File: src/port_cfg_pkg.sv
// Constants, register map and field layout of the six-pin port configuration block.
// Assumes a single clock domain and a classic Wishbone slave in front of the registers.
// ----------------------------------------------------------------------------
// What this block does
// Bits 5:0 of the direction register set each pin to input (0, reset) or output (1).
// Bits 21:16 of the direction register enable each pin's input Schmitt trigger, effective only in output mode.
// An open-drain bit per pin makes the output drive low only when set, and both levels when clear (reset).
// A pull-select bit per pin picks the pull-down when clear and the pull-up when set.
// A pull-enable bit per pin switches the selected pull device off when clear and on when set (default).
// The two function-select bits of a pin choose GPIO, alternate one, two or three.
// On pins 2 to 5 the drive code gives strong sharp, medium or soft edges for 000 to 010, weak for 011 and 111,
//     and medium for 100 to 110.
// The output driver control register holds the six three-bit drive codes at bits 22:20 down to 2:0.
// On pins 0 and 1 the drive code gives medium for 000 and 100 to 110, weak for 011 and 111, and 001, 010 unused.
// Reserved bits read as zero and software should write zero to them.
// All registers are decoded as whole 32-bit words.
// Settings reach the pad controls on the edge after the write, with no other side effect.
// ----------------------------------------------------------------------------
package port_cfg_pkg;
    localparam int NUM_PINS = 6;
    localparam int ADDR_W = 8;

    // Register byte offsets
    localparam logic [7:0] OFS_PIN_DIRECTION = 8'h04;
    localparam logic [7:0] OFS_OPEN_DRAIN = 8'h08;
    localparam logic [7:0] OFS_PULL_SELECT = 8'h0c;
    localparam logic [7:0] OFS_PULL_ENABLE = 8'h10;
    localparam logic [7:0] OFS_FUNC_LOW = 8'h14;
    localparam logic [7:0] OFS_FUNC_HIGH = 8'h18;
    localparam logic [7:0] OFS_DRIVER_CTRL = 8'he8;

    // Field positions
    localparam int DIR_POS = 0;
    localparam int SCHMITT_POS = 16;
    localparam int DRIVE_STRIDE = 4;
    localparam int DRIVE_W = 3;

    // Reset values
    localparam logic [5:0] RST_DIRECTION = 6'h00;
    localparam logic [5:0] RST_SCHMITT = 6'h00;
    localparam logic [5:0] RST_OPEN_DRAIN = 6'h00;
    localparam logic [5:0] RST_PULL_SELECT = 6'h3b;
    localparam logic [5:0] RST_PULL_ENABLE = 6'h3f;
    localparam logic [5:0] RST_FUNC_LOW = 6'h00;
    localparam logic [5:0] RST_FUNC_HIGH = 6'h00;
    localparam logic [2:0] RST_DRIVE_CODE = 3'h0;

    // Pin function selection
    typedef enum logic [1:0] {
        FUNC_GPIO = 2'b00,
        FUNC_ALT1 = 2'b01,
        FUNC_ALT2 = 2'b10,
        FUNC_ALT3 = 2'b11
    } pin_func_t;

    // Decoded drive strength
    typedef enum logic [2:0] {
        DRV_STRONG_SHARP = 3'b000,
        DRV_STRONG_MEDIUM = 3'b001,
        DRV_STRONG_SOFT = 3'b010,
        DRV_MEDIUM = 3'b011,
        DRV_WEAK = 3'b100,
        DRV_UNUSED = 3'b101
    } drive_mode_t;

    // Bus slave states
    typedef enum logic [0:0] {
        BUS_IDLE = 1'b0,
        BUS_ACK = 1'b1
    } bus_state_t;
endpackage : port_cfg_pkg

File: src/port_cfg_if.sv
// Configuration bundle passed from the register file to the pad decoder.
// Assumes both ends run on the same clock; signals are plain levels.
`timescale 1ns/10ps
`default_nettype none
interface port_cfg_if;
    logic [5:0] direction;
    logic [5:0] schmitt;
    logic [5:0] open_drain;
    logic [5:0] pull_select;
    logic [5:0] pull_enable;
    logic [5:0] func_low;
    logic [5:0] func_high;
    logic [17:0] drive_code;

    modport source (
        output direction, schmitt, open_drain, pull_select, pull_enable, func_low, func_high, drive_code
    );
    modport sink (
        input direction, schmitt, open_drain, pull_select, pull_enable, func_low, func_high, drive_code
    );
endinterface : port_cfg_if
`default_nettype wire

File: src/port_cfg_regs.sv
// Top of the six-pin port configuration block: Wishbone register file plus pad decode.
// Assumes a classic Wishbone master with 32-bit data and word-aligned byte addresses.
`timescale 1ns/10ps
`default_nettype none
module port_cfg_regs
    import port_cfg_pkg::*;
(
    input wire logic i_mclk,
    input wire logic i_resetn,
    input wire logic i_wb_cyc,
    input wire logic i_wb_stb,
    input wire logic i_wb_we,
    input wire logic [port_cfg_pkg::ADDR_W-1:0] i_wb_adr,
    input wire logic [3:0] i_wb_sel,
    input wire logic [31:0] i_wb_dat,
    output logic [31:0] o_wb_dat,
    output logic o_wb_ack,
    output logic o_wb_err,
    output logic [5:0] o_output_enable,
    output logic [5:0] o_schmitt_enable,
    output logic [5:0] o_drive_high_en,
    output logic [5:0] o_pull_up_en,
    output logic [5:0] o_pull_down_en,
    output logic [11:0] o_func_sel,
    output logic [17:0] o_drive_mode
);
    // ------------------------------------------------------------------------
    // State
    // ------------------------------------------------------------------------
    typedef struct packed {
        logic [5:0] direction;
        logic [5:0] schmitt;
        logic [5:0] open_drain;
        logic [5:0] pull_select;
        logic [5:0] pull_enable;
        logic [5:0] func_low;
        logic [5:0] func_high;
        logic [17:0] drive_code;
        logic [31:0] rdata;
        logic err;
    } regs_t;

    regs_t r;
    regs_t next_r;
    logic take;
    logic ack;
    logic hit;
    logic [31:0] rd_word;
    logic start;

    port_cfg_if cfg_bus ();

    // ------------------------------------------------------------------------
    // Bus handshake
    // ------------------------------------------------------------------------
    port_wb_slave u_slave (
        .i_mclk(i_mclk),
        .i_resetn(i_resetn),
        .i_req(i_wb_cyc & i_wb_stb),
        .o_take(take),
        .o_ack(ack)
    );

    // A request is taken only while the slave idles, never during its own ack cycle
    assign start = i_wb_cyc & i_wb_stb & ~ack;

    // Pack the six drive codes into their word with reserved gaps at zero
    function automatic logic [31:0] pack_drive(input logic [17:0] codes);
        logic [31:0] w;
        w = 32'h00000000;
        for (int i = 0; i < NUM_PINS; i++) begin
            w[DRIVE_STRIDE*i +: DRIVE_W] = codes[DRIVE_W*i +: DRIVE_W];
        end
        return w;
    endfunction : pack_drive

    // Inverse of pack_drive; reserved bits are simply dropped
    function automatic logic [17:0] unpack_drive(input logic [31:0] w);
        logic [17:0] c;
        c = 18'h00000;
        for (int i = 0; i < NUM_PINS; i++) begin
            c[DRIVE_W*i +: DRIVE_W] = w[DRIVE_STRIDE*i +: DRIVE_W];
        end
        return c;
    endfunction : unpack_drive

    // ------------------------------------------------------------------------
    // Address decode and read mux
    // ------------------------------------------------------------------------
    // Only whole words are decoded; low address bits must be zero to hit
    always_comb begin
        hit = 1'b1;
        rd_word = 32'h00000000;
        case (i_wb_adr)
            OFS_PIN_DIRECTION: begin
                rd_word[DIR_POS +: NUM_PINS] = r.direction;
                rd_word[SCHMITT_POS +: NUM_PINS] = r.schmitt;
            end
            OFS_OPEN_DRAIN: rd_word[5:0] = r.open_drain;
            OFS_PULL_SELECT: rd_word[5:0] = r.pull_select;
            OFS_PULL_ENABLE: rd_word[5:0] = r.pull_enable;
            OFS_FUNC_LOW: rd_word[5:0] = r.func_low;
            OFS_FUNC_HIGH: rd_word[5:0] = r.func_high;
            OFS_DRIVER_CTRL: rd_word = pack_drive(r.drive_code);
            default: hit = 1'b0;
        endcase
    end

    // ------------------------------------------------------------------------
    // Register update
    // ------------------------------------------------------------------------
    // A write needs all four byte lanes; partial writes are answered but ignored,
    // which keeps sub-word stores from leaving a field half written
    always_comb begin
        next_r = r;
        // Read data and refusal latch at the taking edge, so they stand beside ack in the next cycle
        if (start) begin
            next_r.rdata = rd_word;
            next_r.err = ~hit;
        end else begin
            next_r.rdata = 32'h00000000;
            next_r.err = 1'b0;
        end
        // The write lands at the edge where the master samples ack
        if (take) begin
            if (i_wb_we && hit && (i_wb_sel == 4'hf)) begin
                case (i_wb_adr)
                    OFS_PIN_DIRECTION: begin
                        next_r.direction = i_wb_dat[DIR_POS +: NUM_PINS];
                        next_r.schmitt = i_wb_dat[SCHMITT_POS +: NUM_PINS];
                    end
                    OFS_OPEN_DRAIN: next_r.open_drain = i_wb_dat[5:0];
                    OFS_PULL_SELECT: next_r.pull_select = i_wb_dat[5:0];
                    OFS_PULL_ENABLE: next_r.pull_enable = i_wb_dat[5:0];
                    OFS_FUNC_LOW: next_r.func_low = i_wb_dat[5:0];
                    OFS_FUNC_HIGH: next_r.func_high = i_wb_dat[5:0];
                    OFS_DRIVER_CTRL: next_r.drive_code = unpack_drive(i_wb_dat);
                    default: next_r.err = 1'b0;
                endcase
            end
        end
    end

    always_ff @(posedge i_mclk or negedge i_resetn) begin
        if (!i_resetn) begin
            r <= '{direction: RST_DIRECTION, schmitt: RST_SCHMITT, open_drain: RST_OPEN_DRAIN,
                   pull_select: RST_PULL_SELECT, pull_enable: RST_PULL_ENABLE, func_low: RST_FUNC_LOW,
                   func_high: RST_FUNC_HIGH, drive_code: {NUM_PINS{RST_DRIVE_CODE}},
                   rdata: 32'h00000000, err: 1'b0};
        end else begin
            r <= next_r;
        end
    end

    // Read data and error are taken from the same edge that raises ack
    assign o_wb_dat = r.rdata;
    assign o_wb_ack = ack & ~r.err;
    assign o_wb_err = ack & r.err;

    // ------------------------------------------------------------------------
    // Pad control
    // ------------------------------------------------------------------------
    assign cfg_bus.direction = r.direction;
    assign cfg_bus.schmitt = r.schmitt;
    assign cfg_bus.open_drain = r.open_drain;
    assign cfg_bus.pull_select = r.pull_select;
    assign cfg_bus.pull_enable = r.pull_enable;
    assign cfg_bus.func_low = r.func_low;
    assign cfg_bus.func_high = r.func_high;
    assign cfg_bus.drive_code = r.drive_code;

    port_pad_decode u_decode (
        .i_mclk(i_mclk),
        .i_resetn(i_resetn),
        .cfg(cfg_bus),
        .o_output_enable(o_output_enable),
        .o_schmitt_enable(o_schmitt_enable),
        .o_drive_high_en(o_drive_high_en),
        .o_pull_up_en(o_pull_up_en),
        .o_pull_down_en(o_pull_down_en),
        .o_func_sel(o_func_sel),
        .o_drive_mode(o_drive_mode)
    );
endmodule : port_cfg_regs
`default_nettype wire

File: src/port_pad_decode.sv
// Turns stored configuration into registered per-pin pad controls.
// Assumes configuration arrives over the sink modport in the same clock domain.
`timescale 1ns/10ps
`default_nettype none
module port_pad_decode
    import port_cfg_pkg::*;
(
    input wire logic i_mclk,
    input wire logic i_resetn,
    port_cfg_if.sink cfg,
    output logic [5:0] o_output_enable,
    output logic [5:0] o_schmitt_enable,
    output logic [5:0] o_drive_high_en,
    output logic [5:0] o_pull_up_en,
    output logic [5:0] o_pull_down_en,
    output logic [11:0] o_func_sel,
    output logic [17:0] o_drive_mode
);
    // ------------------------------------------------------------------------
    // Drive code decode
    // ------------------------------------------------------------------------
    // Pins 0 and 1 lack the strong driver, so their table differs
    function automatic drive_mode_t decode_drive(input logic [2:0] code, input logic small_pin);
        drive_mode_t m;
        m = DRV_MEDIUM;
        case (code)
            3'h0: m = small_pin ? DRV_MEDIUM : DRV_STRONG_SHARP;
            3'h1: m = small_pin ? DRV_UNUSED : DRV_STRONG_MEDIUM;
            3'h2: m = small_pin ? DRV_UNUSED : DRV_STRONG_SOFT;
            3'h3, 3'h7: m = DRV_WEAK;
            default: m = DRV_MEDIUM;
        endcase
        return m;
    endfunction : decode_drive

    typedef struct packed {
        logic [5:0] oe;
        logic [5:0] st;
        logic [5:0] hi;
        logic [5:0] pu;
        logic [5:0] pd;
        logic [11:0] fs;
        logic [17:0] dm;
    } pad_state_t;

    pad_state_t st;
    pad_state_t next_st;

    // ------------------------------------------------------------------------
    // Combinational pad control
    // ------------------------------------------------------------------------
    // Schmitt enable is gated by direction since it only matters for outputs
    always_comb begin
        next_st = st;
        for (int i = 0; i < NUM_PINS; i++) begin
            next_st.oe[i] = cfg.direction[i];
            next_st.st[i] = cfg.schmitt[i] & cfg.direction[i];
            next_st.hi[i] = cfg.direction[i] & ~cfg.open_drain[i];
            next_st.pu[i] = cfg.pull_enable[i] & cfg.pull_select[i];
            next_st.pd[i] = cfg.pull_enable[i] & ~cfg.pull_select[i];
            next_st.fs[2*i +: 2] = {cfg.func_high[i], cfg.func_low[i]};
            next_st.dm[3*i +: 3] = decode_drive(cfg.drive_code[3*i +: 3], i < 2);
        end
    end

    // Registered outputs keep pad controls glitch free
    always_ff @(posedge i_mclk or negedge i_resetn) begin
        if (!i_resetn) begin
            st <= '{oe: 6'h00, st: 6'h00, hi: 6'h00, pu: RST_PULL_ENABLE & RST_PULL_SELECT,
                    pd: RST_PULL_ENABLE & ~RST_PULL_SELECT, fs: 12'h000, dm: 18'h00000};
        end else begin
            st <= next_st;
        end
    end

    assign o_output_enable = st.oe;
    assign o_schmitt_enable = st.st;
    assign o_drive_high_en = st.hi;
    assign o_pull_up_en = st.pu;
    assign o_pull_down_en = st.pd;
    assign o_func_sel = st.fs;
    assign o_drive_mode = st.dm;
endmodule : port_pad_decode
`default_nettype wire

File: src/port_wb_slave.sv
// Classic Wishbone handshake: one ack cycle after each strobed request.
// Assumes a master that holds requests until ack and drops cyc between transfers.
`timescale 1ns/10ps
`default_nettype none
module port_wb_slave
    import port_cfg_pkg::*;
(
    input wire logic i_mclk,
    input wire logic i_resetn,
    input wire logic i_req,
    output logic o_take,
    output logic o_ack
);
    typedef struct packed {
        bus_state_t state;
    } wb_state_t;

    wb_state_t s;
    wb_state_t next_s;

    // ------------------------------------------------------------------------
    // Ack sequencing
    // ------------------------------------------------------------------------
    // Ack drops for one cycle after each transfer so a held request is not taken twice
    always_comb begin
        next_s = s;
        case (s.state)
            BUS_IDLE: begin
                if (i_req) begin
                    next_s.state = BUS_ACK;
                end
            end
            BUS_ACK: begin
                next_s.state = BUS_IDLE;
            end
            default: begin
                next_s.state = BUS_IDLE;
            end
        endcase
    end

    always_ff @(posedge i_mclk or negedge i_resetn) begin
        if (!i_resetn) begin
            s <= '{state: BUS_IDLE};
        end else begin
            s <= next_s;
        end
    end

    assign o_ack = (s.state == BUS_ACK);
    assign o_take = (s.state == BUS_ACK) & i_req;
endmodule : port_wb_slave
`default_nettype wire

File: config.mk
export PLATFORM = sky130hd
export DESIGN_NAME = port_cfg_regs
export DESIGN_NICKNAME = d
export VERILOG_FILES = /design/src/port_cfg_pkg.sv /design/src/port_cfg_if.sv /design/src/port_cfg_regs.sv /design/src/port_pad_decode.sv /design/src/port_wb_slave.sv
export SDC_FILE = /design/constraint.sdc
export NUM_CORES = 1
export LEC_CHECK = 0
export BUFFER_PORTS_ARGS = -buffer_cell sky130_fd_sc_hd__buf_2
export CAP_MARGIN = 20
export CORE_UTILIZATION = 53
export CTS_CLUSTER_SIZE = 16
export DETAILED_ROUTE_END_ITERATION = 10
export PLACE_DENSITY = 0.84
export SYNTH_ARGS = -nofsm -noshare
export SYNTH_HDL_FRONTEND = slang
export SYNTH_HIERARCHICAL = 1
export SYNTH_SLANG_ARGS = --single-unit
File: constraint.sdc
create_clock -name i_mclk -period 2.2 [get_ports i_mclk]
set_input_delay 0.33 -clock i_mclk [delete_from_list [all_inputs] [get_ports i_mclk]]
set_output_delay 0.33 -clock i_mclk [all_outputs]
set_load 0.03 [all_outputs]
# Yosys cells after proc, flatten, opt, wreduce, memory -nomap -nowiden
# Index checks and enable logic that the tools add are counted.
dict set report totals {
  register_bits 154
  latchBits 0
  ramBits 0
  rom_bits 0
  input_bits 49
  out_inout_bits 94
  wordCells 133
  mem_count 0
}
dict set report classes {
  add_sub_neg 0
  n_mul 0
  n_div 0
  magnitude_cmp 0
  eq_ne 32
  shifts 0
  muxes 17
  bitwise 44
  reduce_logical 22
}
# cell count
set op_table {}
lappend op_table {{$pmux W3 S4} 4}
lappend op_table {{$pmux W6 S7} 1}
lappend op_table {{$eq A3 B2 Y1 const B} 12}
lappend op_table {{$mux W33} 1}
lappend op_table {{$and A1 B1 Y1} 29}
lappend op_table {{$eq A8 B5 Y1 const B} 3}
lappend op_table {{$reduce_and A3 Y1} 7}
lappend op_table {{$eq A3 B1 Y1 const B} 6}
lappend op_table {{$eq A3 B3 Y1 const B} 6}
lappend op_table {{$eq A8 B4 Y1 const B} 2}
lappend op_table {{$reduce_or A2 Y1} 8}
lappend op_table {{$not A1 Y1} 15}
lappend op_table {{$logic_not A3 Y1} 4}
lappend op_table {{$pmux W3 S2} 2}
lappend op_table {{$pmux W6 S2} 1}
lappend op_table {{$mux W9} 1}
lappend op_table {{$eq A8 B3 Y1 const B} 1}
lappend op_table {{$eq A8 B8 Y1 const B} 1}
lappend op_table {{$reduce_or A7 Y1} 1}
lappend op_table {{$mux W1} 6}
lappend op_table {{$eq A4 B4 Y1 const B} 1}
lappend op_table {{$logic_and A1 B1 Y1} 2}
lappend op_table {{$pmux W1 S2} 1}

# Depth between registers and ports, before layout
dict set report logic_depth {
  depth_word 8
  ltp_mapped 6
  ltp_nobuf 5
}

# Modules after synthesis
# Netlist, hierarchy kept.
# mod n_inst cells_per_inst area_per_inst_um2 seq_area_each_um2
set modules_own_cells {}
lappend modules_own_cells {port_cfg_regs 1 287 3822.4 2040.7}
lappend modules_own_cells {port_pad_decode 1 112 1844.3 1508.9}
lappend modules_own_cells {port_wb_slave 1 3 41.3 25.0}

# Worst setup path before layout
# No wires, ideal clock.
dict set report synth_timing {
  path_type {input-to-reg}
  startpoint {in i_wb_cyc}
  endpoint {reg r, in the netlist cfg_bus.pull_select[2]}
  setup_ns 0.125
  arrival_time_ns 1.621
  required_time_ns 2.075
  slack_ns 0.454
  cell_stages 6
  n_path_buf 1
  cell_sequence {and2_1 > and2_2 > nand3_2 > or3_1 > buf_6 > mux2_4}
}
dict set report synth_between {
  elab_chain_len 3
}
# item line_no
set synth_rtl {}
lappend synth_rtl {{start, declared} port_cfg_regs.sv:10} ;# input wire logic i_wb_cyc,
lappend synth_rtl {{$and A1 B1 Y1} port_cfg_regs.sv:59} ;# .i_req(i_wb_cyc & i_wb_stb),
lappend synth_rtl {{$and A1 B1 Y1} port_wb_slave.sv:51} ;# assign o_take = (s.state == BUS_ACK) & i_req;
lappend synth_rtl {{via take} port_cfg_regs.sv:45} ;# logic take;
lappend synth_rtl {{$reduce_and A3 Y1 (no line)} n/a}
lappend synth_rtl {{end signal, assigned} port_cfg_regs.sv:146} ;# r <= '{direction: RST_DIRECTION, schmitt: RST_SCHMITT, open_drain: RST_OPEN_DRAIN,
lappend synth_rtl {{end signal, assigned} port_cfg_regs.sv:151} ;# r <= next_r;
lappend synth_rtl {{end, declared} port_cfg_regs.sv:43} ;# regs_t r;
# The timed path passes the listed nets, and every way through them passes these cells.
# A chain may end at the register's enable or synchronous reset.

# Final worst setup path
dict set report layout_timing {
  startpoint {reg u_slave.s (netlist: u_slave/o_ack)}
  endpoint {reg r, in the netlist cfg_bus.pull_select[2]}
}
dict set report layout_between {
  elab_chain_len 2
}
# item line_no
set layout_rtl {}
lappend layout_rtl {{start, declared} port_wb_slave.sv:18} ;# wb_state_t s;
lappend layout_rtl {{start signal, assigned} port_wb_slave.sv:44} ;# s <= '{state: BUS_IDLE};
lappend layout_rtl {{start signal, assigned} port_wb_slave.sv:46} ;# s <= next_s;
lappend layout_rtl {{$and A1 B1 Y1} port_wb_slave.sv:51}
lappend layout_rtl {{via take} port_cfg_regs.sv:45}
lappend layout_rtl {{$reduce_and A3 Y1 (no line)} n/a}
# The timed path passes the listed nets, and every way through them passes these cells.

==> run summary <==
Hold Crit Start = i_wb_dat[9]
Final WS setup = 388 ps
Initial Util = 0.550
Number of flops mapped to enable cells by yosys = 0
Max Freq = 552 MHz
Worst path required time = 2600 ps
Met3 wire length = 650 µm
Clock Latency Late Sink = 510 ps
Metal-1 WL = 4980 µm
Min Hold Slack = 50.9 ps
Largest net degree at the start of global routing = 64
Metal2 WL = 5650 µm
TritonCTS clock tree = yes
# fillers = 751
Highest metal used = met4
GR Overflow Total = 0
LEAKAGE = 3.69 nW
FF+latch count, synth = 142
# setup viols final = 0
Core box area = 0.0104 mm²
CP endpoint kind = flop
CP startpoint kind = flop
Maximum vdd drop = 0.661 mV
Via-to-Cell Ratio = 5.22
Reg2reg start = u_slave/o_ack
CTS root buf = clkbuf_8
Gp weighted congestion = 0.891
Multi-input logic area = 0.00186 mm²
Crit path cell chain = and2_2 -> nand3_2 -> or3_1 -> mux2_4
Power Dens Cells = 793 mW/mm²
RSZ-0062 raised after global routing = no
CTS Hold Bufs = 1
Final nets = 577
First-pass GRT wire length = 18900 µm
Port Buffers = 118
Detailed-route DRC error count = 0
Max clock buf depth = 2
Final setup skew = 7.35 ps
Hold Path Class = input pin to flop
Buffers & Inverters on Critical Path = 0
Post-Place Worst Slack = 169 ps
Chip height = 106 µm
Vias in the first global route = 3702
Clock transition at the registers of the reported paths = 60 ps
Outcome = finished clean
Router iterations before antenna repair = 4
Delay-heaviest family, CP = simple AND/OR/NAND/NOR gates
Routed wire length = 11500 µm
Synthesized area = 0.00571 mm²
Register area share after synthesis = 0.626
P&R area growth vs syn = 21.9%
Register area = 0.00357 mm²
Share of layout cells above drive strength 1 = 0.505
Slew Limit Fails = 0
DR vias = 3533
H-tree depth = 4
Max-cap violations = 0
Slew margin rel. = 0.580
Number of DRC markers in iteration 0 = 146
Most used DFF post-synth = dfrtp_1
Critical Path Start = u_slave/o_ack
Critical path class = flop to flop
Setup TNS = 0 ps
Final period util = 0.824
Worst path max stage delay = 570 ps
Cts repair resizes = 0
Hpwl dp = 8080 µm
Final hold violations = 0
Initial antenna violation count = 0
Post-synth ARST share = 1.00
Worst slew pin tran = 629 ps
Clk sinks = 142
Diodes inserted = 0
Distinct cells, synth = 46
Synth Instances = 402
Worst path slowest cell = or3_1
Mean Syn Cell Area = 14.2 µm²
Fin util = 0.671
Placed Instance Area = 0.00638 mm²
Synth Warn # = 6
Total GRT Usage = 0.224
Post-CTS Setup Inserts = 0
CTS buffer count = 17
Critical Path AT = 2210 ps
Crit-path max FO = 6
Row count = 37
Fin crit period = 1810 ps
# IOs = 143
Wire per inst = 17.0 µm
Antenna Nets Post-Route = 0
DIE AREA = 0.0112 mm²
Post-route cell area = 0.00696 mm²
DIE WIDTH = 106 µm
-- power by group --
group,internal [mW],switching [mW],total (mW)
logic,0.0532,0.146,0.199
registers,2.62,0.00219,2.62
clock network,1.54,1.17,2.71
-- worst reg2reg max path, cell delays in order (launching register included) --
cell,delay [ps]
dfrtp_1,400
and2_2,170
nand3_2,190
or3_1,570
mux2_4,360
-- logic make-up after synthesis --
group,synth area share
AOI/OAI and AO/OA,0.0386
buffers and inverters,0.0552
DFF,0.626
muxes,0.161
other,0.000657
and+or+nand+nor,0.118
-- Yosys cell counts (all sizes together) (8+ instances only) --
library cell | instances | area share
dfrtp | 125 | 0.55
mux2 | 69 | 0.14
buf | 40 | 0.051
and2 | 20 | 0.023
dfstp | 17 | 0.078
nor2 | 17 | 0.013
nor2b | 16 | 0.018
and3 | 12 | 0.013
mux2i | 12 | 0.021
nand2 | 12 | 0.0079
a22oi | 9 | 0.012
a21oi | 8 | 0.0070
-- worst paths after layout --
| kind | slack (ps) | cells after the start | to |
|---|---|---|---|
| max reg2reg | 390 | 4 | cfg_bus.pull_select[2] |
| max in group asynchronous | 1120 | 3 | u_decode/o_schmitt_enable[0] |
| min reg2reg | 410 | 0 | u_decode/o_func_sel[10] |
| min in group asynchronous | 300 | 2 | u_decode/o_pull_down_en[0] |
| min | 50 | 2 | cfg_bus.drive_code[7] |
| max | 390 | 4 | cfg_bus.pull_select[2] |
-- final cells by class --
type                    instances  area share
clock inverters                15      0.0219
inverters                       4     0.00216
multi-input cells             225       0.267
well taps                     136      0.0244
flip-flops and latches        142       0.514
repair buffers                138       0.111
clock buffers                  17      0.0595
-- metrics by stage --
step	cells	power [mW]
after floorplan	413	2.76
after global placement	644	2.86
after detailed placement	644	2.86
after CTS	677	5.57
after global routing	677	5.73
final	677	5.52
-- cells in the final DEF, fill, tap and decap left out, types with 3 or more instances in the layout --
cell type,instances
and2_1,17
inv_1,4
dfstp_2,17
nor2_1,15
a22oi_1,9
nor2b_1,14
buf_4,17
buf_2,117
o2bb2ai_1,3
conb_1,12
a21oi_1,8
inv_8,3
mux2_4,6
mux2i_1,12
nor4_4,3
and3_1,12
clkbuf_16,16
clkinvlp_4,3
dfrtp_1,125
mux2_2,63
o21ai_0,4
inv_6,5
nand2_1,12
-- flip-flops by register name, summed over array words and instances (netlist names) --
signal,cells
cfg_bus.open_drain,6
u_decode/o_output_enable,6
u_decode/o_drive_mode,18
u_decode/o_func_sel,12
u_decode/o_pull_up_en,6
cfg_bus.func_low,6
o_wb_dat,20
cfg_bus.drive_code,18
u_decode/o_drive_high_en,6
cfg_bus.direction,6
cfg_bus.pull_select,6
cfg_bus.func_high,6
u_decode/o_schmitt_enable,6
u_decode/o_pull_down_en,6
cfg_bus.schmitt,6
u_slave/o_ack,1
r,1
cfg_bus.pull_enable,6
-- metal layers --
layer / track usage / vias up
li1: - / 1606
met1: 0.287 / 1776
met2: 0.366 / 134
met3: 0.0631 / 17
met4: 0.0823 / 0
met5: 0 / -
Note: power is estimated with default switching activity, not from simulation.
